### config.mk
export PLATFORM = sky130hd
export DESIGN_NAME = mcr_regs
export DESIGN_NICKNAME = d
export VERILOG_FILES = /design/src/inc/mcr_pkg.sv /design/src/mcr_regs.sv
export VERILOG_INCLUDE_DIRS = /design/src /design/src/inc
export SDC_FILE = /design/constraint.sdc
export NUM_CORES = 1
export LEC_CHECK = 0
export BUFFER_PORTS_ARGS = -buffer_cell sky130_fd_sc_hd__buf_2
export CAP_MARGIN = 15
export CORE_AREA = 3 3 496 498
export CTS_CLUSTER_DIAMETER = 80
export DETAILED_ROUTE_END_ITERATION = 7
export DIE_AREA = 0 0 499 501
export PLACE_DENSITY = 0.3
export SYNTH_ARGS = -nofsm -noshare
export SYNTH_HDL_FRONTEND = slang
export SYNTH_SLANG_ARGS = --single-unit
export TNS_END_PERCENT = 10
### constraint.sdc
create_clock -name core_clk -period 1.6 [get_ports core_clk]
set_input_delay 0.08 -clock core_clk [delete_from_list [all_inputs] [get_ports core_clk]]
set_output_delay 0.08 -clock core_clk [all_outputs]
set_load 0.005 [all_outputs]
### src/inc/mcr_map.svh
// register offsets, field positions, reset values and key of the motor command and telemetry block
// Behaviour
// - store bit 31 copies shadow into nonvolatile
// - load bit 30 reloads shadow from nonvolatile
// - write-only bits clear faults, clear retry count
// - store accepted only with key 0xA5
// - device clears tickle bit back to zero
// - state codes 00h-07h report startup states
// - codes 08h-0Eh running states, 0Ch reserved
// - codes 0Fh-18h parameter measurement, 13h reserved
// - tach speed unsigned 32-bit per-unit magnitude
// - hall speed unsigned 32-bit per-unit magnitude
// - supply current signed 32-bit Q27 value
// - three phase currents signed 32-bit Q27
// - decoder places variables at listed offsets
`ifndef MCR_MAP_SVH
`define MCR_MAP_SVH

`define MCR_ADDR_W          12
`define MCR_NVARS           37

`define MCR_OFS_CTRL_CMD    12'h0_0EA
`define MCR_OFS_MOTOR_STATE 12'h0_18C

// bit positions of the device control command register
`define MCR_BIT_NV_STORE    31
`define MCR_BIT_NV_LOAD     30
`define MCR_BIT_FLT_CLR     29
`define MCR_BIT_RETRY_CLR   28
`define MCR_KEY_HI          27
`define MCR_KEY_LO          20
`define MCR_BIT_TICKLE      10
`define MCR_NV_KEY          8'hA5
`define MCR_CTRL_RESET      32'h0000_0000
`define MCR_KEY_RESET       8'h00

// offsets of the read-only algorithm variables, in map order
`define MCR_OFS_TACH_SPD    12'h0_190
`define MCR_OFS_HALL_SPD    12'h0_192
`define MCR_OFS_DC_CUR      12'h0_42E
`define MCR_OFS_IA          12'h0_460
`define MCR_OFS_IB          12'h0_462
`define MCR_OFS_IC          12'h0_464
`define MCR_OFS_CSA_GAIN    12'h0_479
`define MCR_OFS_VOLT_SCALE  12'h0_47D
`define MCR_OFS_SUPPLY_V    12'h0_482
`define MCR_OFS_VA          12'h0_48A
`define MCR_OFS_VB          12'h0_48C
`define MCR_OFS_VC          12'h0_48E
`define MCR_OFS_SIN         12'h0_4D8
`define MCR_OFS_COS         12'h0_4DA
`define MCR_OFS_I_ALPHA     12'h0_504
`define MCR_OFS_I_BETA      12'h0_506
`define MCR_OFS_V_ALPHA     12'h0_508
`define MCR_OFS_V_BETA      12'h0_50A
`define MCR_OFS_I_D         12'h0_514
`define MCR_OFS_I_Q         12'h0_516
`define MCR_OFS_V_D         12'h0_518
`define MCR_OFS_V_Q         12'h0_51A
`define MCR_OFS_ALIGN_IQ    12'h0_54C
`define MCR_OFS_OL_SPD      12'h0_560
`define MCR_OFS_OL_IQ       12'h0_56E
`define MCR_OFS_CL_SPD      12'h0_5EE
`define MCR_OFS_POWER       12'h0_628
`define MCR_OFS_CL_ID       12'h0_630
`define MCR_OFS_CL_IQ       12'h0_632
`define MCR_OFS_SPIN_STATE  12'h0_6F0
`define MCR_OFS_SPIN_SPD    12'h0_6FA
`define MCR_OFS_POS_STATE   12'h0_724
`define MCR_OFS_POS_ANGLE   12'h0_746
`define MCR_OFS_BEMF_D      12'h0_772
`define MCR_OFS_BEMF_Q      12'h0_774
`define MCR_OFS_EST_SPD     12'h0_784
`define MCR_OFS_EST_ANGLE   12'h0_788

`define MCR_HALF_MASK       32'h0000_FFFF
`define MCR_FULL_MASK       32'hFFFF_FFFF

`endif

### src/inc/mcr_pkg.sv
// types of the motor command and telemetry block
`include "mcr_map.svh"

package mcr_pkg;

  typedef enum logic [7:0] {
    MCR_ST_IDLE             = 8'h00,
    MCR_ST_SPIN_DETECT      = 8'h01,
    MCR_ST_TRISTATE         = 8'h02,
    MCR_ST_BRAKE_ON_START   = 8'h03,
    MCR_ST_POSITION_DETECT  = 8'h04,
    MCR_ST_SLOW_FIRST_CYCLE = 8'h05,
    MCR_ST_ALIGN            = 8'h06,
    MCR_ST_OPEN_LOOP        = 8'h07,
    MCR_ST_CL_UNALIGNED     = 8'h08,
    MCR_ST_CL_ALIGNED       = 8'h09,
    MCR_ST_CL_ACTIVE_BRAKE  = 8'h0A,
    MCR_ST_SOFT_STOP        = 8'h0B,
    MCR_ST_BRAKE_ON_STOP    = 8'h0D,
    MCR_ST_FAULT            = 8'h0E,
    MCR_ST_PM_STOP_CHECK    = 8'h0F,
    MCR_ST_PM_STOP_WAIT     = 8'h10,
    MCR_ST_PM_BRAKE         = 8'h11,
    MCR_ST_PM_PARAM_INIT    = 8'h12,
    MCR_ST_PM_BEMF_MEASURE  = 8'h14,
    MCR_ST_PM_STALL_CURRENT = 8'h15,
    MCR_ST_PM_TORQUE_MODE   = 8'h16,
    MCR_ST_PARAM_MEAS_DONE  = 8'h17,
    MCR_ST_PM_FAULT         = 8'h18
  } mcr_motor_state_t;

  typedef struct packed {
    logic                     valid;
    logic                     write;
    logic [`MCR_ADDR_W-1:0]   addr;
    logic [31:0]              wdata;
  } mcr_req_t;

  typedef struct packed {
    logic        valid;
    logic [31:0] rdata;
  } mcr_rsp_t;

  typedef struct packed {
    logic nv_store_start;
    logic nv_load_start;
    logic fault_clear;
    logic retry_counter_clear;
    logic wdog_tickle;
  } mcr_cmd_t;

  typedef logic [`MCR_ADDR_W-1:0] mcr_addr_t;

  localparam mcr_addr_t MCR_VAR_OFS [`MCR_NVARS] = '{
    `MCR_OFS_TACH_SPD, `MCR_OFS_HALL_SPD, `MCR_OFS_DC_CUR, `MCR_OFS_IA, `MCR_OFS_IB, `MCR_OFS_IC,
    `MCR_OFS_CSA_GAIN, `MCR_OFS_VOLT_SCALE, `MCR_OFS_SUPPLY_V, `MCR_OFS_VA, `MCR_OFS_VB, `MCR_OFS_VC,
    `MCR_OFS_SIN, `MCR_OFS_COS, `MCR_OFS_I_ALPHA, `MCR_OFS_I_BETA, `MCR_OFS_V_ALPHA, `MCR_OFS_V_BETA,
    `MCR_OFS_I_D, `MCR_OFS_I_Q, `MCR_OFS_V_D, `MCR_OFS_V_Q, `MCR_OFS_ALIGN_IQ, `MCR_OFS_OL_SPD,
    `MCR_OFS_OL_IQ, `MCR_OFS_CL_SPD, `MCR_OFS_POWER, `MCR_OFS_CL_ID, `MCR_OFS_CL_IQ,
    `MCR_OFS_SPIN_STATE, `MCR_OFS_SPIN_SPD, `MCR_OFS_POS_STATE, `MCR_OFS_POS_ANGLE,
    `MCR_OFS_BEMF_D, `MCR_OFS_BEMF_Q, `MCR_OFS_EST_SPD, `MCR_OFS_EST_ANGLE
  };

  // gain and scale feedback are 16-bit fields, the rest full words
  localparam logic [31:0] MCR_VAR_MASK [`MCR_NVARS] = '{
    `MCR_FULL_MASK, `MCR_FULL_MASK, `MCR_FULL_MASK, `MCR_FULL_MASK, `MCR_FULL_MASK, `MCR_FULL_MASK,
    `MCR_HALF_MASK, `MCR_HALF_MASK, `MCR_FULL_MASK, `MCR_FULL_MASK, `MCR_FULL_MASK, `MCR_FULL_MASK,
    `MCR_FULL_MASK, `MCR_FULL_MASK, `MCR_FULL_MASK, `MCR_FULL_MASK, `MCR_FULL_MASK, `MCR_FULL_MASK,
    `MCR_FULL_MASK, `MCR_FULL_MASK, `MCR_FULL_MASK, `MCR_FULL_MASK, `MCR_FULL_MASK, `MCR_FULL_MASK,
    `MCR_FULL_MASK, `MCR_FULL_MASK, `MCR_FULL_MASK, `MCR_FULL_MASK, `MCR_FULL_MASK,
    `MCR_FULL_MASK, `MCR_FULL_MASK, `MCR_FULL_MASK, `MCR_FULL_MASK,
    `MCR_FULL_MASK, `MCR_FULL_MASK, `MCR_FULL_MASK, `MCR_FULL_MASK
  };

endpackage

### src/mcr_regs.sv
// command register and read-only telemetry map of the motor controller
`include "mcr_map.svh"

module mcr_regs
  import mcr_pkg::*;
(
  input  wire logic             core_clk,
  input  wire logic             rst_b,
  input  wire mcr_req_t         req,
  output mcr_rsp_t              rsp,
  input  wire mcr_motor_state_t motor_state,
  input  wire logic [31:0]      var_words [`MCR_NVARS],
  input  wire logic             nv_store_done,
  input  wire logic             nv_load_done,
  output mcr_cmd_t              cmd
);

  logic       ctrl_wr;
  logic       key_ok;
  logic       store_busy_q;
  logic       load_busy_q;
  logic [7:0] key_q;
  logic       tickle_q;
  mcr_cmd_t   cmd_q;
  mcr_rsp_t   rsp_q;
  logic [31:0] var_hit_word [`MCR_NVARS];
  logic [31:0] var_rd;
  logic [31:0] ctrl_rd;
  logic [31:0] rd_d;

  assign ctrl_wr = req.valid && req.write && (req.addr == `MCR_OFS_CTRL_CMD);
  assign key_ok  = (req.wdata[`MCR_KEY_HI:`MCR_KEY_LO] == `MCR_NV_KEY);

  always_ff @(posedge core_clk or negedge rst_b) begin
    if (!rst_b) begin
      key_q <= `MCR_KEY_RESET;
    end else if (ctrl_wr) begin
      key_q <= req.wdata[`MCR_KEY_HI:`MCR_KEY_LO];
    end
  end

  // a new command in the done cycle wins, so a back-to-back request is never dropped
  // store busy
  always_ff @(posedge core_clk or negedge rst_b) begin
    if (!rst_b) begin
      store_busy_q <= 1'b0;
    end else if (ctrl_wr && req.wdata[`MCR_BIT_NV_STORE] && key_ok) begin
      store_busy_q <= 1'b1;
    end else if (nv_store_done) begin
      store_busy_q <= 1'b0;
    end
  end

  always_ff @(posedge core_clk or negedge rst_b) begin
    if (!rst_b) begin
      load_busy_q <= 1'b0;
    end else if (ctrl_wr && req.wdata[`MCR_BIT_NV_LOAD]) begin
      load_busy_q <= 1'b1;
    end else if (nv_load_done) begin
      load_busy_q <= 1'b0;
    end
  end

  always_ff @(posedge core_clk or negedge rst_b) begin
    if (!rst_b) begin
      tickle_q <= 1'b0;
    end else begin
      tickle_q <= ctrl_wr && req.wdata[`MCR_BIT_TICKLE];
    end
  end

  // one-cycle command pulses toward the nonvolatile, fault and watchdog logic
  always_ff @(posedge core_clk or negedge rst_b) begin
    if (!rst_b) begin
      cmd_q <= '0;
    end else begin
      cmd_q.nv_store_start      <= ctrl_wr && req.wdata[`MCR_BIT_NV_STORE] && key_ok;
      cmd_q.nv_load_start       <= ctrl_wr && req.wdata[`MCR_BIT_NV_LOAD];
      cmd_q.fault_clear         <= ctrl_wr && req.wdata[`MCR_BIT_FLT_CLR];
      cmd_q.retry_counter_clear <= ctrl_wr && req.wdata[`MCR_BIT_RETRY_CLR];
      cmd_q.wdog_tickle         <= ctrl_wr && req.wdata[`MCR_BIT_TICKLE];
    end
  end

  always_comb begin
    ctrl_rd                               = '0;
    ctrl_rd[`MCR_BIT_NV_STORE]            = store_busy_q;
    ctrl_rd[`MCR_BIT_NV_LOAD]             = load_busy_q;
    ctrl_rd[`MCR_KEY_HI:`MCR_KEY_LO]      = key_q;
    ctrl_rd[`MCR_BIT_TICKLE]              = tickle_q;
  end

  for (genvar i = 0; i < `MCR_NVARS; i++) begin : g_var
    assign var_hit_word[i] = (req.addr == MCR_VAR_OFS[i]) ? (var_words[i] & MCR_VAR_MASK[i]) : 32'h0000_0000;
  end

  always_comb begin
    var_rd = '0;
    for (int j = 0; j < `MCR_NVARS; j++) begin
      var_rd = var_rd | var_hit_word[j];
    end
  end

  always_comb begin
    if (req.addr == `MCR_OFS_CTRL_CMD) begin
      rd_d = ctrl_rd;
    end else if (req.addr == `MCR_OFS_MOTOR_STATE) begin
      rd_d = {24'h00_0000, motor_state};
    end else begin
      // unmapped offsets read zero
      rd_d = var_rd;
    end
  end

  always_ff @(posedge core_clk or negedge rst_b) begin
    if (!rst_b) begin
      rsp_q <= '0;
    end else begin
      rsp_q.valid <= req.valid;
      rsp_q.rdata <= (req.valid && !req.write) ? rd_d : 32'h0000_0000;
    end
  end

  assign rsp = rsp_q;
  assign cmd = cmd_q;

endmodule

[Yosys cells after proc, flatten, opt, wreduce, memory -nomap -nowiden]
Cells that the tools add are included.
Storage, ports and cells
  register bits: 48
  bits in latches: 0
  RAM bits: 0
  ROM bits: 0
  bits of input ports: 1242
  logic and storage cells: 142
  memories kept: 0
Cells by class
  $add $sub $neg: 0
  multiply operators: 0
  div/mod/pow operators: 0
  magnitude comparators: 0
  equality and inequality tests: 40
  shift-type cells: 0
  muxes and demuxes: 44
  bitwise logic cells: 36
  reductions and logical operators: 12
Operators by type and width (number)
  $mux 32: 38
  $or 32x32->32: 34
  $eq 12x11->1 const B: 35
  $or 32x16->32: 2
  $eq 12x9->1 const B: 3
  $mux 16: 2
  $eq 12x8->1 const B: 1
  $logic_and 1x1->1: 9
  $eq 8x8->1 const B: 1
  $mux 1: 4
  $reduce_bool 2->1: 2
  $logic_not 1->1: 1

[Longest topological paths before layout]
  depth in word-level cells: 41
  depth in mapped cells: 11
  mapped depth without buffers: 7

[Least setup slack after synthesis]
OpenSTA, ideal clock, no wires.
  kind: input-to-reg
  start point: input req[35] (netlist bit)
  end point: register rsp_q, in the netlist rsp[3]
  setup time: 0.126 ns
  arrival: 1.820 ns
  data required time: 1.474 ns
  path slack: -0.347 ns
  cell stages on the path: 9
  cell sequence: buf_2 -> nor4bb_1 -> buf_2 -> a22oi_1 -> o21bai_1 -> a221o_1 -> or4_1 -> nor4_1 -> nor2_1
On the way
  cells in the longest elaborated chain, start to end: 41
  elaborated cells between the ends (all ways): 115
RTL lines
  start, declared: line mcr_regs.sv:9  | input wire mcr_req_t req,
  $eq 12x9->1: line mcr_regs.sv:94  | assign var_hit_word[i] = (req.addr == MCR_VAR_OFS[i]) ? (var_words[i] & MCR_VAR_MASK[i]) : 32'h0000_0000;
  $mux 32: line mcr_regs.sv:94
  $or 32x32->32 (5 in series): line mcr_regs.sv:100  | var_rd = var_rd | var_hit_word[j];
  $or 32x16->32 (2 in series): line mcr_regs.sv:100
  $or 32x32->32 (29 in series): line mcr_regs.sv:100
  $mux 32: line mcr_regs.sv:107  | end else if (req.addr == `MCR_OFS_MOTOR_STATE) begin
  $mux 32 *: line mcr_regs.sv:105  | if (req.addr == `MCR_OFS_CTRL_CMD) begin
  $mux 32 *: line mcr_regs.sv:120  | rsp_q.rdata <= (req.valid && !req.write) ? rd_d : 32'h0000_0000;
  end, declared: line mcr_regs.sv:25  | mcr_rsp_t rsp_q;
Every way passes the cells marked *; elsewhere a longest branch is shown, timed or not.
A chain may end at the register's enable or synchronous reset.

[Worst setup path in the final report]
  start point: input req[37] (netlist bit)
  end point: register rsp_q, in the netlist rsp[5]
The elaborated chain is that of the path after synthesis.

==> flow_summary.yaml <==
sta:
  setup_violations: 41
  slew_headroom_pct: 17.2
  finalCriticalPeriod_ps: 2840
  finClkSkew_ps: 22.1
  fin_ws_ps: -1240
  rsz0062_at_grt: "yes"
  hold_slack_ps: 32.9
  fmax_mhz: 353
  tightest_slew_ps: 1240
  drv_slew: 0
  fin_crit_sh_pct: 177
  hold_violations: 0
logic_synthesis:
  synth_adder_area_share_pct: 0
  synthTopCellsByCount: "a22oi_1, nand2_1, a222oi_1"
  synth-seq-cells: 48
  ys.flop_type: "dfrtp_1"
  synth_top_area_share_pct: 27.5
  synth_most_common_cell: "a22oi_1"
  ys_seq_area_share_pct: 12.6
  synth_top_family_by_area: "compound AO/OA/AOI/OAI gates"
  yosys.area.top_type: "a22oi_1"
  synth_xor_area_share_pct: 0
  synth_compound_area_share_pct: 49.8
  syn_nets: 2450
  yosys_warnings: 0
  synthCells: 1208
  synth_area_mm2: 0.00950
  yosys-top-cells-area: "a22oi_1, dfrtp_1, a222oi_1"
  synth-edff-count: 0
  synth_simple_gate_area_share_pct: 27.5
  async_flop_share_pct: 100
  synthDistinctLibCells: 70
  syn_area_per_cell_um2: 7.86
  synth_mux_area_share_pct: 1.49
die:
  die_h_um: 501
  rows: 181
  fp.dieArea_mm2: 0.250
  die_w_um: 499
  start_util_pct: 3.92
  io-pin-count: 1280
  core_area_mm2: 0.243
finish:
  multiInputGateArea_mm2: 0.00837
  fillers: 28300
  stdcell_count: 6349
  fin_util_pct: 11.3
  finalInstanceArea_mm2: 0.0274
  areaGrowthSynthToFinish_pct: 188
  finalNetCount: 4194
  final_layout_size_suffix_gt1_share_pct: 68.6
  register_area_mm2: 0.00120
detailed_routing:
  via_per_inst: 3.63
  drc_errors: 7
  wl_per_cell_um: 45.5
  first_pass_iters: 8
  drtIter0Drc: 2862
  drt-total-wl_um: 289000
  drtAntennaViolNets: 0
  num_vias: 23100
place:
  gp_congestion: 0.899
  port_buffers: 1228
  place_area_mm2: 0.0249
  dp_hpwl_um: 265000
  dp_cells: 6059
  dp_slack_ps: -2550
min_path:
  min_path_cells: 3
  worstHoldStart: "var_words[926]"
  min_path_type: "in2reg"
  min_to: "rsp[30]$_DFF_PN0_"
grt:
  grt_max_degree: 26
  grt_pass1_vias: 22200
  grt_use_total_pct: 22.1
  grt_pass1_wl_um: 337000
  overflow: 0
  antenna_found_initial: 461
outcome:
  violations: "DRC, setup timing"
  outcome: "finished, violations left"
worst_setup_path:
  reg2reg_slack_ps: -120
  rr_worst_depth: 3
  r2r_end: "rsp[22]$_DFF_PN0_"
  cp.required_ps: 1880
  endpoint_kind: "flop"
  cp.arrival_ps: 3110
  crit_fanout: 7
  worstSetupPathType: "in2reg"
  reg2reg_from: "key_q[2]$_DFFE_PN0P_"
  start_kind: "primary input"
cts:
  clk_path_buf_depth: 2
  clkLatencyLatePin_ps: 370
  cts-root-buf: "clkbuf_16"
  cts_tree: "yes"
  cts_made_buffers: 5
  htreeDepth: 2
  clk_pin_slew_ps: 120
  cts_num_sinks: 48
pwr:
  peakVddDrop_mv: 0.416
  p_per_area_mw_per_mm2: 218
  power.static_leakage_nw: 12.2
job:
  drv_cap: 0
## layout by cell type (no fill, tap or decap), types with 10 or more instances in the layout
cell	instances
buf_2	1216
buf_4	438
a22oi_1	333
diode_2	194
buf_12	140
nand2_1	93
a222oi_1	69
nand3_1	53
dfrtp_1	48
buf_6	43
nand4_1	40
a221oi_1	39
nor2_1	34
nor3_4	33
a22o_1	29
dlygate4sd3_1	24
a21oi_1	22
nor4_4	18
nor3_1	18
a22oi_2	16
a221o_1	11
buf_8	11
o21ai_0	10
## critical path, stage by stage
cell	delay, ps
buf_8	100
buf_12	120
nand4_1	170
buf_4	160
nor3_4	60
buf_12	150
buf_12	120
a222oi_1	1020
buf_4	250
nand4_1	300
buf_4	290
nor4_4	200
nor2_1	70
## per-stage QoR
stage / setup TNS, ps / power (W)
2_1_floorplan: -7680 / 0.00157
3_5_place_dp: -63810 / 0.00421
4_1_cts: -29720 / 0.00608
3_3_place_gp: -66030 / 0.00420
5_1_grt: -29910 / 0.00620
6_report: -27780 / 0.00598
## kinds of logic after synthesis
logic type             after synthesis
AOI/OAI and AO/OA                  599
and+or+nand+nor                    408
buffers and inverters              140
DFF                                 48
muxes                               13
## state kept, by name (all words and copies together) (netlist names)
| register | flops |
|---|---|
| rsp | 33 |
| cmd | 5 |
| key_q | 8 |
| load_busy_q | 1 |
| store_busy_q | 1 |
## where the power goes
| part | internal (W) | total, W | switching, W |
|---|---|---|---|
| sequential | 0.00122 | 0.00122 | 0.00000149 |
| clock | 0.000755 | 0.00159 | 0.000835 |
| combinational | 0.00156 | 0.00317 | 0.00161 |
| total | 0.00353 | 0.00598 | 0.00245 |
## worst max path at each step
stage          slack [ps]     from           endpoint  cells past startpoint
6_report            -1240  req[37]   rsp[5]$_DFF_PN0_                     13
4_1_cts             -1430  req[42]   rsp[5]$_DFF_PN0_                     14
5_1_grt             -1150  req[41]   rsp[5]$_DFF_PN0_                     14
3_5_place_dp        -2550  req[32]   rsp[5]$_DFF_PN0_                     13
2_1_floorplan        -220  req[32]  rsp[21]$_DFF_PN0_                      8
3_3_place_gp        -2580  req[32]   rsp[5]$_DFF_PN0_                     13
## metal layers
metal | track usage (%) | vias up | wire [um]
met3 | 10.4 | 664 | 35900
met4 | 6.91 | 238 | 10500
met2 | 34.4 | 1980 | 126000
li1 | - | 9039 | -
met5 | 0 | - | 1590
met1 | 26.6 | 11200 | 115000
## what timing repair did
action / in CTS / in global routing
buffers inserted: 49 / 19
setup endpoints to repair: 47 / 46
hold buffers: 24 / 0
hold endpoints to repair: 58 / 0
pin swaps: 37 / 29
cloned: 0 / 1
gates resized for setup: 176 / 72
## cell type report
cell class / count / share of cell area [%]
antenna: 194 / 1.77
clock buffer: 5 / 0.457
clock inverter: 3 / 0.169
inverter: 2 / 0.0274
multi-input combinational: 1020 / 30.6
sequential: 48 / 4.39
tap: 3202 / 14.6
timing repair buffer: 1875 / 48.0
Note: power is estimated with default switching activity, not from simulation.
